==> config.mk <==
export PLATFORM = sky130hd
export DESIGN_NAME = rof_formatter
export DESIGN_NICKNAME = d
export VERILOG_FILES = /design/src/rtl/rof_pkg.sv /design/src/rtl/rof_text_store.sv /design/src/rtl/rof_ascii_fmt.sv /design/src/rtl/rof_formatter.sv
export SDC_FILE = /design/constraint.sdc
export NUM_CORES = 1
export LEC_CHECK = 0
export BUFFER_PORTS_ARGS = -buffer_cell sky130_fd_sc_hd__buf_2
export CORE_AREA = 10 10 292 294
export DETAILED_ROUTE_END_ITERATION = 12
export DIE_AREA = 0 0 302 304
export PLACE_DENSITY_LB_ADDON = 0.08
export SETUP_SLACK_MARGIN = 0.1
export SYNTH_ARGS = -nofsm -noshare
export SYNTH_HDL_FRONTEND = slang
export SYNTH_SLANG_ARGS = --single-unit
==> constraint.sdc <==
create_clock -name mclk_in -period 8.55 [get_ports mclk_in]
set_clock_uncertainty 0.05 [all_clocks]
set_input_delay 0.855 -clock mclk_in [delete_from_list [all_inputs] [get_ports mclk_in]]
set_output_delay 0.855 -clock mclk_in [all_outputs]
set_load 0.005 [all_outputs]
==> src/rtl/rof_pkg.sv <==
/*
  rof_pkg: shared constants, register map and carrier types of the
  reading output formatter.
  assumes: nothing; every user writes rof_pkg::name.
*/
package rof_pkg;

  // ==========================================================
  // register map (word index = byte offset / 4)
  localparam logic [7:0] REG_CTRL = 8'h00;
  localparam logic [7:0] REG_STATUS = 8'h04;
  localparam logic [7:0] REG_RDG_LO = 8'h08;
  localparam logic [7:0] REG_RDG_HI = 8'h0c;
  localparam logic [7:0] REG_RDG_CMD = 8'h10;
  localparam logic [7:0] REG_TXT_CHAR = 8'h14;
  localparam logic [7:0] REG_TXT_CMD = 8'h18;
  localparam logic [7:0] REG_TXT_BASE = 8'h40;

  // ==========================================================
  // control field positions
  localparam int CTRL_FMT_LSB = 0;
  localparam int CTRL_SWAP_BIT = 2;
  localparam int CTRL_TEXT_BIT = 3;
  localparam int CTRL_DISP_BIT = 4;
  localparam int CTRL_FUNC_LSB = 8;
  localparam logic [31:0] CTRL_RESET = 32'h0000_0010;

  // command word bits
  localparam int CMD_START_BIT = 0;
  localparam int CMD_LAST_BIT = 1;
  localparam int TCMD_BEGIN_BIT = 0;
  localparam int TCMD_END_BIT = 1;
  localparam int TCMD_LOCAL_BIT = 2;
  localparam int TCMD_BLOCK_BIT = 3;

  // ==========================================================
  // framing constants
  localparam logic [7:0] HDR_BYTE0 = 8'h23;
  localparam logic [7:0] HDR_BYTE1 = 8'h30;
  localparam logic [7:0] TERM_BYTE = 8'h0a;
  localparam logic [7:0] SPACE_CHAR = 8'h20;
  localparam logic [7:0] PLUS_CHAR = 8'h2b;
  localparam logic [7:0] MINUS_CHAR = 8'h2d;
  localparam logic [7:0] DIGIT0_CHAR = 8'h30;
  localparam logic [7:0] POINT_CHAR = 8'h2e;
  localparam logic [7:0] EXP_CHAR = 8'h45;
  localparam int TEXT_LEN = 32;
  localparam int HDR_LEN = 2;
  localparam int TERM_LEN = 1;
  localparam int SREAL_LEN = 4;
  localparam int DOUBLE_LEN = 8;
  localparam int ASCII_LEN = 16;
  localparam int SREAL_EXP_W = 8;
  localparam int SREAL_FRAC_W = 23;
  localparam int DOUBLE_EXP_W = 11;
  localparam int DOUBLE_FRAC_W = 52;

  typedef enum logic [1:0] {
    FMT_ASCII,
    FMT_SINGLE,
    FMT_DOUBLE
  } rof_fmt_t;

  // reading as offered by the measurement side
  typedef struct packed {
    logic [63:0] dbl;     // double precision value
    logic [31:0] sgl;     // single precision value
    logic [63:0] ascii_bcd; // 16 bcd nibbles, mantissa digits on top, two exponent digits in the low byte
  } rof_rdg_t;

  typedef struct packed {
    logic [7:0] data;
    logic last;
  } rof_byte_t;

endpackage

==> src/rtl/rof_text_store.sv <==
/*
  rof_text_store: 32-character display message buffer.
  assumes: characters arrive one per strobe between begin and end.
*/
`timescale 1ns/100ps
module rof_text_store #(
  parameter int LEN = rof_pkg::TEXT_LEN
) (
  input wire logic mclk_in, // clock
  input wire logic nrst_in, // async reset, low
  input wire logic begin_in, // start a new message
  input wire logic char_in, // character strobe
  input wire logic [7:0] char_data_in, // character code
  input wire logic end_in, // message complete
  input wire logic [4:0] rd_idx_in, // presentation index
  output logic [7:0] rd_char_out, // character at index
  input wire logic [4:0] reg_idx_in, // register readback index
  output logic [7:0] reg_char_out, // character at readback index
  output logic too_long_out // last message overflowed
);

  logic [7:0] buf_mem [LEN];
  logic [7:0] stage_mem [LEN];
  logic [6:0] wr_cnt;
  logic over;

  // ==========================================================
  // staging buffer; committed only if it fits, so a long one never shows
  generate
    for (genvar i = 0; i < LEN; i++) begin : g_chr
      always_ff @(posedge mclk_in or negedge nrst_in) begin
        if (!nrst_in) begin
          buf_mem[i] <= rof_pkg::SPACE_CHAR;
          stage_mem[i] <= rof_pkg::SPACE_CHAR;
        end else if (begin_in) begin
          stage_mem[i] <= rof_pkg::SPACE_CHAR;
        end else if (char_in && !over && wr_cnt == 7'(i)) begin
          stage_mem[i] <= char_data_in;
        end else if (end_in && !over) begin
          buf_mem[i] <= stage_mem[i];
        end
      end
    end
  endgenerate

  always_ff @(posedge mclk_in or negedge nrst_in) begin
    if (!nrst_in) begin
      wr_cnt <= 7'h00;
      over <= 1'b0;
      too_long_out <= 1'b0;
    end else if (begin_in) begin
      wr_cnt <= 7'h00;
      over <= 1'b0;
    end else if (char_in) begin
      if (wr_cnt == 7'(LEN)) begin
        over <= 1'b1;
      end else begin
        wr_cnt <= wr_cnt + 7'h01;
      end
    end else if (end_in) begin
      too_long_out <= over;
    end
  end

  assign rd_char_out = buf_mem[rd_idx_in];
  assign reg_char_out = buf_mem[reg_idx_in];

endmodule

==> src/rtl/rof_ascii_fmt.sv <==
/*
  rof_ascii_fmt: builds the ASCII characters of one reading.
  assumes: bcd mantissa digits and a signed decimal exponent given.
*/
`timescale 1ns/100ps
module rof_ascii_fmt (
  input wire logic neg_in, // mantissa negative
  input wire logic [63:0] bcd_in, // 16 digits, top nibble first
  input wire logic exp_neg_in, // exponent negative
  input wire logic [7:0] exp_bcd_in, // two exponent digits
  input wire logic [3:0] idx_in, // character index 0..15
  output logic [7:0] char_out // character code
);

  // layout: s d . d d d d d d d d space E s d d
  // chars 3..10 take bcd digits 14 down to 7, right after the leading one
  logic [3:0] dig;
  assign dig = (idx_in == 4'd1) ? bcd_in[63:60] :
               (idx_in >= 4'd3 && idx_in <= 4'd10) ? bcd_in[6'(5'd17 - {1'b0, idx_in}) * 4 +: 4] :
               (idx_in == 4'd14) ? exp_bcd_in[7:4] : exp_bcd_in[3:0];

  always_comb begin
    case (idx_in)
      4'd0: char_out = neg_in ? rof_pkg::MINUS_CHAR : rof_pkg::PLUS_CHAR;
      4'd2: char_out = rof_pkg::POINT_CHAR;
      4'd11: char_out = rof_pkg::SPACE_CHAR;
      4'd12: char_out = rof_pkg::EXP_CHAR;
      4'd13: char_out = exp_neg_in ? rof_pkg::MINUS_CHAR : rof_pkg::PLUS_CHAR;
      default: char_out = rof_pkg::DIGIT0_CHAR | {4'h0, dig};
    endcase
  end

endmodule

==> src/rtl/rof_formatter.sv <==
/*
  rof_formatter: top of the reading output formatter. frames readings as
  ascii or binary byte strings and holds the display message state.
  assumes: plain register port; byte sink drives byte_ready_in.
*/
// Local design decisions: the plain strobed port and the placing of the registers.
//
// Functional notes
// message is 32 chars, space padded
// overlong message is never displayed
// power-up message is 32 spaces
// block text runs to line end
// text mode shows message, off restores display
// leaving remote cancels message and mode
// display disabled blanks, controls except local
// ascii, single or double reading encodings
// ascii: signed mantissa then signed exponent
// binary string starts with hash zero header
// binary string ends with terminator byte
// single: four bytes, 1/8/23 layout
// double: eight bytes, 1/11/52 layout
// selectable normal or swapped byte order
// header never reordered, always first
// ascii ignores swapped order
// commands accepted only as ascii
// length is header plus readings plus one
// host reads whole string before release
// function select picks reading source
// sequential 32-entry buffer, top then bottom
`timescale 1ns/100ps
module rof_formatter #(
  parameter int NFUNC = 4
) (
  input wire logic mclk_in, // clock 100 MHz
  input wire logic nrst_in, // async reset, low
  input wire logic [7:0] addr_in, // register byte address
  input wire logic [31:0] wdata_in, // write data
  input wire logic wr_in, // write strobe
  input wire logic rd_in, // read strobe
  output logic [31:0] rdata_out, // read data, cycle after rd
  input wire logic [NFUNC-1:0] rdg_valid_in, // reading ready per function
  input wire rof_pkg::rof_rdg_t rdg_in [NFUNC], // readings per function
  input wire logic local_key_in, // front local key pulse
  input wire logic [7:0] panel_keys_in, // front panel keys
  input wire logic byte_ready_in, // sink takes byte
  output logic byte_valid_out, // byte offered
  output rof_pkg::rof_byte_t byte_out, // byte and last flag
  output logic [7:0] panel_keys_out, // keys passed to ui
  output logic [7:0] disp_char_out, // display character
  input wire logic [4:0] disp_idx_in, // display character index
  output logic disp_text_out, // display shows message
  output logic disp_blank_out // display blanked
);

  // ==========================================================
  // control registers
  logic [31:0] ctrl;
  logic [1:0] fmt_sel;
  logic byte_order_select;
  logic text_mode;
  logic disp_en;
  logic [1:0] func_sel;
  logic double_float_encoding;
  assign fmt_sel = ctrl[rof_pkg::CTRL_FMT_LSB +: 2];
  assign byte_order_select = ctrl[rof_pkg::CTRL_SWAP_BIT];
  assign text_mode = ctrl[rof_pkg::CTRL_TEXT_BIT];
  assign disp_en = ctrl[rof_pkg::CTRL_DISP_BIT];
  assign func_sel = ctrl[rof_pkg::CTRL_FUNC_LSB +: 2];
  assign double_float_encoding = (fmt_sel == 2'(rof_pkg::FMT_DOUBLE));

  wire ctrl_wr = wr_in && addr_in == rof_pkg::REG_CTRL;
  wire rdg_cmd_wr = wr_in && addr_in == rof_pkg::REG_RDG_CMD;
  wire txt_cmd_wr = wr_in && addr_in == rof_pkg::REG_TXT_CMD;
  wire txt_chr_wr = wr_in && addr_in == rof_pkg::REG_TXT_CHAR;
  wire go_local = local_key_in || (txt_cmd_wr && wdata_in[rof_pkg::TCMD_LOCAL_BIT]);
  wire blk_mode_wr = txt_cmd_wr && wdata_in[rof_pkg::TCMD_BLOCK_BIT];

  always_ff @(posedge mclk_in or negedge nrst_in) begin
    if (!nrst_in) begin
      ctrl <= rof_pkg::CTRL_RESET;
    end else if (go_local) begin
      // leaving remote drops text mode and wakes the display
      ctrl[rof_pkg::CTRL_TEXT_BIT] <= 1'b0;
      ctrl[rof_pkg::CTRL_DISP_BIT] <= 1'b1;
    end else if (ctrl_wr) begin
      ctrl <= wdata_in & 32'h0000_031f;
    end
  end

  // ==========================================================
  // text message input; block mode eats line until terminator
  logic blk_active;
  logic txt_begin, txt_end;
  wire txt_line_end = txt_chr_wr && blk_active && wdata_in[7:0] == rof_pkg::TERM_BYTE;
  assign txt_begin = txt_cmd_wr && wdata_in[rof_pkg::TCMD_BEGIN_BIT];
  assign txt_end = (txt_cmd_wr && wdata_in[rof_pkg::TCMD_END_BIT] && !blk_active)
                   || txt_line_end;

  always_ff @(posedge mclk_in or negedge nrst_in) begin
    if (!nrst_in) begin
      blk_active <= 1'b0;
    end else if (txt_line_end) begin
      blk_active <= 1'b0;
    end else if (blk_mode_wr) begin
      blk_active <= 1'b1;
    end
  end

  logic [7:0] txt_char;
  logic [7:0] txt_reg_char;
  logic too_long;
  wire [7:0] txt_off = addr_in - rof_pkg::REG_TXT_BASE;
  wire txt_hit = addr_in >= rof_pkg::REG_TXT_BASE && txt_off < 8'h80;
  wire [4:0] txt_rd_idx = txt_off[6:2];
  rof_text_store u_text (
    .mclk_in(mclk_in),
    .nrst_in(nrst_in),
    .begin_in(txt_begin),
    .char_in(txt_chr_wr && !txt_line_end),
    .char_data_in(wdata_in[7:0]),
    .end_in(txt_end),
    .rd_idx_in(disp_idx_in),
    .rd_char_out(txt_char),
    .reg_idx_in(txt_rd_idx),
    .reg_char_out(txt_reg_char),
    .too_long_out(too_long)
  );

  // ==========================================================
  // display outputs
  always_ff @(posedge mclk_in or negedge nrst_in) begin
    if (!nrst_in) begin
      disp_char_out <= rof_pkg::SPACE_CHAR;
      disp_text_out <= 1'b0;
      disp_blank_out <= 1'b0;
      panel_keys_out <= 8'h00;
    end else begin
      disp_blank_out <= !disp_en;
      disp_text_out <= disp_en && text_mode;
      disp_char_out <= txt_char;
      panel_keys_out <= disp_en ? panel_keys_in : 8'h00;
    end
  end

  // ==========================================================
  // reading framer
  typedef enum {
    ST_IDLE,
    ST_HDR0,
    ST_HDR1,
    ST_DATA,
    ST_WAIT,
    ST_TERM
  } rof_state_t;
  rof_state_t state, next_state;

  rof_pkg::rof_rdg_t cur;
  logic [63:0] hold_dbl;
  logic [3:0] idx;
  logic last_rdg;
  logic pend;
  logic [1:0] fmt_lat;
  logic swap_lat;
  logic [7:0] exp_bcd;
  logic exp_neg;

  // five bits, so the full 16-character ascii reading fits
  wire [4:0] nbytes = (fmt_lat == 2'(rof_pkg::FMT_DOUBLE)) ? 5'(rof_pkg::DOUBLE_LEN) :
                      (fmt_lat == 2'(rof_pkg::FMT_SINGLE)) ? 5'(rof_pkg::SREAL_LEN) :
                      5'(rof_pkg::ASCII_LEN);
  wire binary = fmt_lat != 2'(rof_pkg::FMT_ASCII);
  // ascii always normal order
  wire [3:0] bidx = (swap_lat && binary) ? 4'(nbytes - 5'd1 - {1'b0, idx}) : idx;
  wire [63:0] bin_word = (fmt_lat == 2'(rof_pkg::FMT_DOUBLE)) ? hold_dbl :
                         {hold_dbl[31:0], 32'h0};
  wire [7:0] bin_byte = bin_word[6'(4'd7 - bidx) * 8 +: 8];
  logic [7:0] asc_byte;

  rof_ascii_fmt u_ascii (
    .neg_in(cur.sgl[31]),
    .bcd_in(cur.ascii_bcd),
    .exp_neg_in(exp_neg),
    .exp_bcd_in(exp_bcd),
    .idx_in(idx),
    .char_out(asc_byte)
  );

  wire start = rdg_cmd_wr && wdata_in[rof_pkg::CMD_START_BIT];
  wire fire = byte_valid_out && byte_ready_in;
  wire data_last = {1'b0, idx} == nbytes - 5'd1;

  always_comb begin
    next_state = state;
    case (state)
      ST_IDLE: next_state = pend ? (binary ? ST_HDR0 : ST_DATA) : ST_IDLE;
      ST_HDR0: next_state = fire ? ST_HDR1 : ST_HDR0;
      ST_HDR1: next_state = fire ? ST_DATA : ST_HDR1;
      // ascii has no terminator byte, so its last reading returns to idle
      ST_DATA: next_state = (fire && data_last) ?
                            (last_rdg ? (binary ? ST_TERM : ST_IDLE) : ST_WAIT) : ST_DATA;
      ST_WAIT: next_state = pend ? ST_DATA : ST_WAIT;
      ST_TERM: next_state = fire ? ST_IDLE : ST_TERM;
      default: next_state = ST_IDLE;
    endcase
  end

  // exponent field taken from the sign-aware measurement side as bcd
  assign exp_bcd = cur.ascii_bcd[7:0];
  assign exp_neg = cur.dbl[62] == 1'b0;

  always_ff @(posedge mclk_in or negedge nrst_in) begin
    if (!nrst_in) begin
      state <= ST_IDLE;
      pend <= 1'b0;
      last_rdg <= 1'b0;
      idx <= 4'h0;
      fmt_lat <= 2'h0;
      swap_lat <= 1'b0;
      cur <= '0;
      hold_dbl <= 64'h0;
    end else begin
      state <= next_state;
      if (start && !pend && (state == ST_IDLE || state == ST_WAIT)) begin
        pend <= 1'b1;
        last_rdg <= wdata_in[rof_pkg::CMD_LAST_BIT];
        cur <= rdg_in[func_sel];
        hold_dbl <= double_float_encoding ? rdg_in[func_sel].dbl :
                    {32'h0, rdg_in[func_sel].sgl};
        if (state == ST_IDLE) begin
          fmt_lat <= fmt_sel;
          swap_lat <= byte_order_select;
        end
      end else if (next_state == ST_DATA && state != ST_DATA) begin
        pend <= 1'b0;
        idx <= 4'h0;
      end
      if (state == ST_DATA && fire) begin
        idx <= data_last ? 4'h0 : idx + 4'h1;
      end
    end
  end

  always_comb begin
    byte_valid_out = state == ST_HDR0 || state == ST_HDR1 ||
                     state == ST_DATA || (state == ST_TERM && binary);
    byte_out.last = state == ST_TERM || (state == ST_DATA && data_last && last_rdg && !binary);
    case (state)
      ST_HDR0: byte_out.data = rof_pkg::HDR_BYTE0;
      ST_HDR1: byte_out.data = rof_pkg::HDR_BYTE1;
      ST_DATA: byte_out.data = binary ? bin_byte : asc_byte;
      ST_TERM: byte_out.data = rof_pkg::TERM_BYTE;
      default: byte_out.data = 8'h00;
    endcase
  end

  // ==========================================================
  // register read; status shows framer and message state
  // commands arrive only as ascii characters or command words
  logic [31:0] next_rdata;
  always_comb begin
    next_rdata = 32'h0;
    if (addr_in == rof_pkg::REG_CTRL) begin
      next_rdata = ctrl;
    end else if (addr_in == rof_pkg::REG_STATUS) begin
      next_rdata = {26'h0, blk_active, too_long, pend, 3'(state)};
    end else if (txt_hit) begin
      next_rdata = {24'h0, txt_reg_char};
    end
  end

  always_ff @(posedge mclk_in or negedge nrst_in) begin
    if (!nrst_in) begin
      rdata_out <= 32'h0;
    end else begin
      rdata_out <= rd_in ? next_rdata : 32'h0;
    end
  end

endmodule

Word level (Yosys, flattened, before mapping) --
Cells that the tools add are included.
Operators by class: add/subtract/negate cells 7, $mul 0, divide/modulo/power cells 0, $lt $le $gt $ge 7, equal/unequal tests 61, shift operators 2, mux-type cells 117, bitwise gates (word level) 38, reductions and logical operators 156
Operators with widths (number):
- 2-to-1 mux 8 bit | 72
- binary-select mux 160 bit (select 2 bit) | 1
- 2-to-1 mux 160 bit | 2
- equality test 32 x 3 -> 1 bit (second input constant) | 5
- 2-to-1 mux 64 bit | 2
- equality test 7 x 5 -> 1 bit (second input constant) | 16
- AND reduction 3 bit | 33
- equality test 32 x 2 -> 1 bit (second input constant) | 3
- binary-select mux 8 bit (select 5 bit) | 2
- nonzero test 2 bit | 39
- equality test 32 x 4 -> 1 bit (second input constant) | 2
- logical NOT 32 bit | 2
- indexed part select 64 x 10 -> 8 bit | 1
- indexed part select 64 x 9 -> 4 bit | 1
- logical AND 1 bit | 61
- equality test 7 x 4 -> 1 bit (second input constant) | 8
- one-hot mux 8 bit (5 select lines) | 1
- inverter 1 bit | 35
- equality test 32 x 1 -> 1 bit (second input constant) | 1
- 2-to-1 mux 32 bit | 1
- 2-to-1 mux 4 bit | 8
- inequality test 32 x 3 -> 1 bit (second input constant) | 1
- one-hot mux 8 bit (4 select lines) | 1
- equality test 7 x 3 -> 1 bit (second input constant) | 4
- other kinds (42) | 86
Storage, ports and cells: flip-flop bits (word level) 843, bits in latches 0, memory bits (writable) 0, memory bits (read-only) 0, output and inout bits 60, logic and storage cells 473, memories 0

Depth between registers and ports, before layout --
Gate-level depths: netlist of the first run.
depth in word-level cells 13, depth in mapped cells 11, mapped depth without buffers 10

By module --
A second synthesis of the first run with hierarchy kept.
Second synthesis, totals: cell total of the unflattened synthesis 2779, area, all modules 38368.0 µm²
Modules (own cells, without submodules):
- rof_text_store | times used 1, cells an instance 1705, area an instance 24940.2 µm², sequential area each 13117.6 µm²
- rof_formatter | times used 1, cells an instance 979, area an instance 12509.5 µm², sequential area each 4456.8 µm²
- rof_ascii_fmt | times used 1, cells an instance 95, area an instance 918.4 µm², sequential area each 0.0 µm²

Least setup slack after synthesis of the first run --
OpenSTA, ideal clock, no wires.
kind reg-to-output, start reg idx[1], end out byte_out[3] in the netlist's numbering, arrival time 2.664 ns, data required time 7.645 ns, slack 4.981 ns, cell stages (with the launch flop) 11, buffers on the path 3, cell sequence dfrtp_1 clkbuf_1 inv_1 clkbuf_1 ha_1 buf_1 mux2_2 o22ai_1 nor3_1 o221ai_1 a211oi_1
RTL lines:
- from (decl) | RTL line rof_formatter.sv:159 | logic [3:0] idx;
- from (signal assigned) | RTL line rof_formatter.sv:238 | idx <= data_last ? 4'h0 : idx + 4'h1;
- to (decl) | RTL line rof_formatter.sv:47 | output rof_pkg::rof_byte_t byte_out,

==> impl_metrics.py, run 1 <==
metrics = {
    "synth": {
        "synth_edf_count": 0,
        "ys_seq_elements": 699,
        "syn_inst": 3019,
        "async_reset_ff_share_pct": 100,
        "synth_ff_type": "dfrtp_1",
        "seq_area_frac_synth_pct": 46.6,
        "yosysWarnings": 0,
        "yosysUniqueCellTypes": 68,
        "syn_area_um2": 37700,
        "syn_avg_cell_area_um2": 12.5,
    },
    "drt": {
        "antenna_left": 0,
        "vias": 29883,
        "drtPass1Iterations": 6,
        "wl_mm": 163,
        "wl_per_cell_um": 34.3,
        "dr.first_iter.drc_count": 3553,
        "drt-vias-per-instance": 6.29,
        "drc": 0,
    },
    "cells_and_area": {
        "fin_nets": 4313,
        "syn_to_final_growth_pct": 17.7,
        "drive_above_1_share_pct": 42.8,
        "n_fill_cell": 6551,
        "design_area_um2": 44400,
    },
    "clock_tree": {
        "cts_buffers": 71,
        "clk_latency_ns": 0.63,
        "cts_max_level": 3,
        "path_clk_slew_ns": 0.06,
        "cts_sinks": 699,
        "cts_root_buffer": "clkbuf_16",
        "cts_tree": "yes",
        "cts_setup_buffers": 0,
        "cts.path.max_buffers": 3,
        "hold_buffers": 0,
        "postCtsResizedCells": 0,
    },
    "timing": {
        "setup_viol": 0,
        "period_needed_ns": 5.04,
        "timing.slew.headroom_pct": 19.8,
        "rsz0062_at_grt": "false",
        "worst_pin_slew_ns": 1.20,
        "post-route-period-util_pct": 58.9,
        "fin_tns_setup_ns": 0,
        "maxSlewViolCount": 0,
        "fmax_mhz": 198,
        "hold_viol": 0,
    },
    "floorplanning": {
        "fp-row-count": 104,
        "die_y_um": 304,
        "start_util_pct": 47.4,
        "die_area_um2": 91800,
        "io_pins": 763,
        "core-area_um2": 79600,
        "die_w_um": 302,
    },
    "critical_path": {
        "crit_type": "reg2out",
        "rrSetupSlack_ns": 4.74,
        "arrival_ns": 4.13,
        "ff2ff_path_depth": 7,
        "start_kind": "register",
        "timing.rr.start": "u_text.over",
        "cp_max_fo": 21,
        "endpoint_kind": "primary output",
        "r2r-end": "u_text.stage_mem[71]",
        "cp_data_required_time_ns": 7.65,
    },
    "worst_hold_path": {
        "hold_class": "in2async",
    },
    "global_route": {
        "grt_pass1_wl_mm": 228,
        "grt_pass1_vias": 30213,
        "antenna_found_initial": 102,
        "grt_overflow_total": 0,
        "grtUsageTotal_pct": 34.8,
        "grt_max_degree": 193,
    },
    "pwr": {
        "ir_drop_mv": 0.173,
        "power_leakage_nw": 21.6,
        "powerDensity_nw_per_um2": 178,
    },
    "run": {
        "max_cap_violations": 0,
    },
    "placement": {
        "place_area_um2": 41900,
        "gp_congestion": 1.19,
        "port_buffers": 714,
        "post-dp-hpwl_mm": 125,
    },
    "outcome": {
        "status": "finished, final reports clean",
    },
}
==> stage by stage <==
step / utilization [%] / power, W / hold slack (ns) / setup WS [ns] / std cells
CTS: 55.6 / 0.00789 / 0.192 / 3.56 / 4711
finish: 55.8 / 0.00789 / 0.169 / 3.51 / 4748
floorplan: - / 0.00409 / 0.380 / 4.98 / 3040
global placement: 52.6 / 0.00462 / 0.400 / 3.82 / 4582
detailed placement: 52.6 / 0.00464 / 0.405 / 3.73 / 4582
global route: 55.7 / 0.00811 / 0.233 / 3.27 / 4727
==> final cells by class <==
type | instances | area (um2) | area share [%]
multi-input cells | 2044 | 18900 | 42.7
clock buffers | 102 | 2080 | 4.68
well taps | 1060 | 1330 | 2.99
inverters | 29 | 109 | 0.245
flip-flops and latches | 699 | 17600 | 39.6
repair buffers | 750 | 3900 | 8.78
diodes | 37 | 92.6 | 0.209
clock inverters | 27 | 369 | 0.831
==> critical path: stages, from the launching register on <==
cell and delay (ns):
dfrtp_1 0.79, inv_1 0.27, ha_1 0.43, or3_1 0.42, nand3_1 0.12, xnor2_1 0.07
nor3_1 0.74, o311ai_0 0.29, nand4_1 0.23, buf_2 0.15
==> layout by cell type (no fill, tap or decap), types with 73 or more instances in the layout <==
cell type,n
buf_2,710
dfrtp_1,630
nand2_1,428
mux4_2,333
mux2_2,270
mux2i_1,258
nor2_1,229
o21ai_0,115
a21oi_1,81
nand3_1,74
clkbuf_16,73
==> routing by layer <==
layer / vias up / global-route usage, % / part of all wire (%)
met5: - / 0 / 0.15
met4: 38 / 9.90 / 3.0
met3: 325 / 11.8 / 11
met2: 1678 / 53.0 / 45
met1: 15627 / 46.9 / 40
li1: 12215 / - / -
==> power breakdown <==
group	internal [W]	switching, W	total, W
clock	0.00194	0.00135	0.00329
sequential	0.00334	0.0000516	0.00339
combinational	0.000491	0.000725	0.00122
==> kinds of logic (layout without fill, tap and decap cells) <==
| kind of cell | Yosys count | count (layout) | share of synthesized area (%) |
|---|---|---|---|
| XOR/XNOR | 10 | 10 | 0.232 |
| flip-flops | 699 | 699 | 46.6 |
| multiplexers | 882 | 882 | 35.4 |
| AO/OA/AOI/OAI | 279 | 279 | 4.26 |
| other | 1 | 59 | 0.00994 |
| buffers and inverters | 297 | 908 | 3.48 |
| adder cells (fa/ha/maj) | 15 | 15 | 0.497 |
| AND/OR/NAND/NOR | 836 | 836 | 9.49 |
==> sequential cells by signal, indices dropped and copies added (netlist names), 2 cells and up <==
signal,cells
disp_char_out,8
u_text.buf_mem,256
rdata_out,10
hold_dbl,64
ctrl,7
u_text.stage_mem,256
u_text.wr_cnt,7
fmt_lat,2
panel_keys_out,8
cur,66
state,3
idx,4
==> synthesized netlist by cell type, drive strengths merged (10+ instances only) <==
master / number / area (um2)
nor3: 15 / 86.3
nand3: 77 / 400
nor2: 241 / 932
dfrtp: 633 / 15800
nor4: 10 / 92.6
ha: 15 / 188
inv: 29 / 109
mux2: 290 / 3270
mux4: 334 / 7530
nand2: 428 / 1610
o21ai: 115 / 576
clkbuf: 164 / 616
mux2i: 258 / 2580
nand2b: 12 / 75.1
and2: 11 / 68.8
dfstp: 66 / 1730
o22ai: 27 / 169
a21oi: 81 / 405
buf: 104 / 588
==> worst max-delay path by stage <==
stage / slack, ns / start / cells past startpoint / endpoint
floorplan: 4.98 / idx[1] / 10 / byte_out[3]
global placement: 3.82 / addr_in[6] / 10 / u_text.stage_mem[63]
detailed placement: 3.73 / addr_in[6] / 10 / u_text.stage_mem[58]
CTS: 3.56 / idx[2] / 9 / byte_out[4]
global route: 3.27 / idx[2] / 9 / byte_out[6]
finish: 3.51 / idx[2] / 9 / byte_out[4]
Power figures use the tool's default switching activity.
==> run 2, diff against run 1 <==
==> constraint.sdc (replaced) <==
create_clock -name mclk_in -period 4.4 [get_ports mclk_in]
set_clock_uncertainty 0.05 [all_clocks]
set_input_delay 0.44 -clock mclk_in [delete_from_list [all_inputs] [get_ports mclk_in]]
set_output_delay 0.44 -clock mclk_in [all_outputs]
set_load 0.005 [all_outputs]
==> impl_metrics.py, run 2 (same netlist as run 1, synthesis figures left out) <==
metrics = {
    "clock_tree": {
        "cts_buffers": 67,
        "cts_tree": "yes",
        "cts_root_buffer": "clkbuf_16",
        "cts.path.max_buffers": 3,
        "cts_sinks": 699,
        "cts_max_level": 3,
        "path_clk_slew_ns": 0.07,
        "clk_latency_ns": 0.63,
    },
    "placement": {
        "dp_slack_ns": 0.781,
        "port_buffers": 714,
        "gp_congestion": 1.08,
        "dp_cells": 4612,
        "post-dp-hpwl_mm": 132,
    },
    "critical_path": {
        "ff2ff_path_depth": 7,
        "endpoint_kind": "primary output",
        "timing.rr.start": "u_text.over",
        "arrival_ns": 3.60,
        "r2r-end": "u_text.stage_mem[48]",
        "path_cells": "inv_1 -> ha_1 -> inv_1 -> ha_1 -> or3_1 -> nand3_1 -> xnor2_1 -> nor3_1 -> o311ai_0 -> nand4_1 -> buf_2",
        "timing.critical_path.slowest_stage_cell": "nor3_1",
        "cp_top_family": "simple AND/OR/NAND/NOR gates",
        "start_kind": "register",
        "critical_path_buf_inv_count": 3,
        "cp_max_fo": 7,
        "rrSetupSlack_ns": 1.22,
        "crit_type": "reg2out",
        "slowest_delay_ns": 0.67,
        "cp_data_required_time_ns": 3.91,
    },
    "cells_and_area": {
        "stdcell_count": 4773,
        "reg_top3": "u_text.buf_mem x256, u_text.stage_mem x256, cur x66",
        "drive_above_1_share_pct": 43.2,
        "fin_nets": 4348,
        "seqCellArea_um2": 17600,
        "syn_to_final_growth_pct": 18.8,
        "mostFrequentLayoutCells": "buf_2, dfrtp_1, nand2_1, mux4_2, mux2_2",
        "fin_util_pct": 56.3,
        "n_fill_cell": 6223,
        "layout_commonest_cell": "buf_2",
        "multi_input_area_um2": 19000,
    },
    "drt": {
        "vias": 31186,
        "antenna_left": 0,
        "wl_mm": 173,
        "drc": 0,
        "drtPass1Iterations": 7,
        "wl_per_cell_um": 36.2,
        "drt-vias-per-instance": 6.53,
        "dr.first_iter.drc_count": 4395,
    },
    "timing": {
        "setup_viol": 0,
        "post-route-period-util_pct": 92.8,
        "hold-worst-slack_ns": 0.0115,
        "hold_viol": 0,
        "worst_pin_slew_ns": 1.16,
        "fmax_mhz": 245,
        "setup_ws_ns": 0.315,
        "timing.slew.headroom_pct": 22.2,
        "fin_tns_setup_ns": 0,
        "rsz0062_at_grt": "false",
        "maxSlewViolCount": 0,
        "period_needed_ns": 4.09,
    },
    "global_route": {
        "grtUsageTotal_pct": 36.8,
        "grt_pass1_vias": 30948,
        "grt_overflow_total": 0,
        "grt_pass1_wl_mm": 240,
        "antenna_found_initial": 124,
        "grt_max_degree": 131,
    },
    "floorplanning": {
        "core-area_um2": 79600,
        "die_y_um": 304,
        "start_util_pct": 47.4,
        "fp-row-count": 104,
        "die_area_um2": 91800,
        "io_pins": 763,
        "die_w_um": 302,
    },
    "worst_hold_path": {
        "holdPathStages": 2,
        "hold_start": "wdata_in[9]",
        "hold_path_end": "ctrl[9]",
        "hold_class": "in2reg",
    },
    "outcome": {
        "status": "finished, final reports clean",
    },
    "pwr": {
        "power_leakage_nw": 21.7,
        "ir_drop_mv": 0.368,
        "powerDensity_nw_per_um2": 341,
    },
    "run": {
        "max_cap_violations": 0,
    },
}
-- run 2: metrics by stage --
| step | instance area (um2) | total power (W) |
|---|---|---|
| global placement | 42300 | 0.00899 |
| floorplan | 37800 | 0.00795 |
| finish | 44800 | 0.0153 |
| global route | 44800 | 0.0157 |
| CTS | 44700 | 0.0153 |
| detailed placement | 42300 | 0.00905 |
-- run 2: metal layers --
layer | track usage [%] | wire [um] | vias to the layer above | share of wire (%)
li1 | - | - | 12272 | -
met1 | 48.2 | 65200 | 15947 | 38
met2 | 58.1 | 80500 | 2424 | 47
met3 | 11.7 | 20500 | 513 | 12
met4 | 10.7 | 6590 | 30 | 3.8
met5 | 0 | 184 | - | 0.11
-- run 2: report_power, final --
| group | leakage, nW | total [W] | switching, W | internal [W] |
|---|---|---|---|---|
| registers | 9.47 | 0.00658 | 0.0000887 | 0.00649 |
| clock network | 1.17 | 0.00628 | 0.00260 | 0.00368 |
| logic | 11.1 | 0.00241 | 0.00143 | 0.000984 |
| total | 21.7 | 0.0153 | 0.00411 | 0.0112 |
-- run 2: worst max path at each step --
stage,start,endpoint,slack [ns],depth (start not counted)
final,fmt_lat[1],byte_out[4],0.31,11
after global routing,fmt_lat[1],byte_out[4],0.15,11
after detailed placement,addr_in[6],u_text.stage_mem[247],0.78,9
after global placement,fmt_lat[0],byte_out[3],0.91,11
after CTS,fmt_lat[0],byte_out[2],0.19,10
after floorplan,idx[1],byte_out[3],1.25,10
-- run 2: layout make-up --
class / instances / share of cell area, %
Tap cell: 1060 / 2.96
Clock inverter: 26 / 0.921
Antenna cell: 33 / 0.184
Multi-Input combinational cell: 2044 / 42.3
Timing Repair Buffer: 789 / 9.82
Sequential cell: 699 / 39.2
Clock buffer: 93 / 4.39
Inverter: 29 / 0.243
-- run 2: worst register-to-register path, stage by stage (launching register included) --
cell and delay, ns:
dfrtp_1 0.46, or3_1 0.54, nor4_1 0.33, nand3_1 0.20, buf_4 0.31, nor2_1 0.79, nand2_1 0.18, a21oi_1 0.22
-- run 2: repair_timing --
action                                 in CTS  in global routing
setup endpoints to repair                   0                  4
resized for setup                           0                  2
setup buffers                               0                  0
endpoints found under the hold margin      83                  0
hold buffers                                9                  0
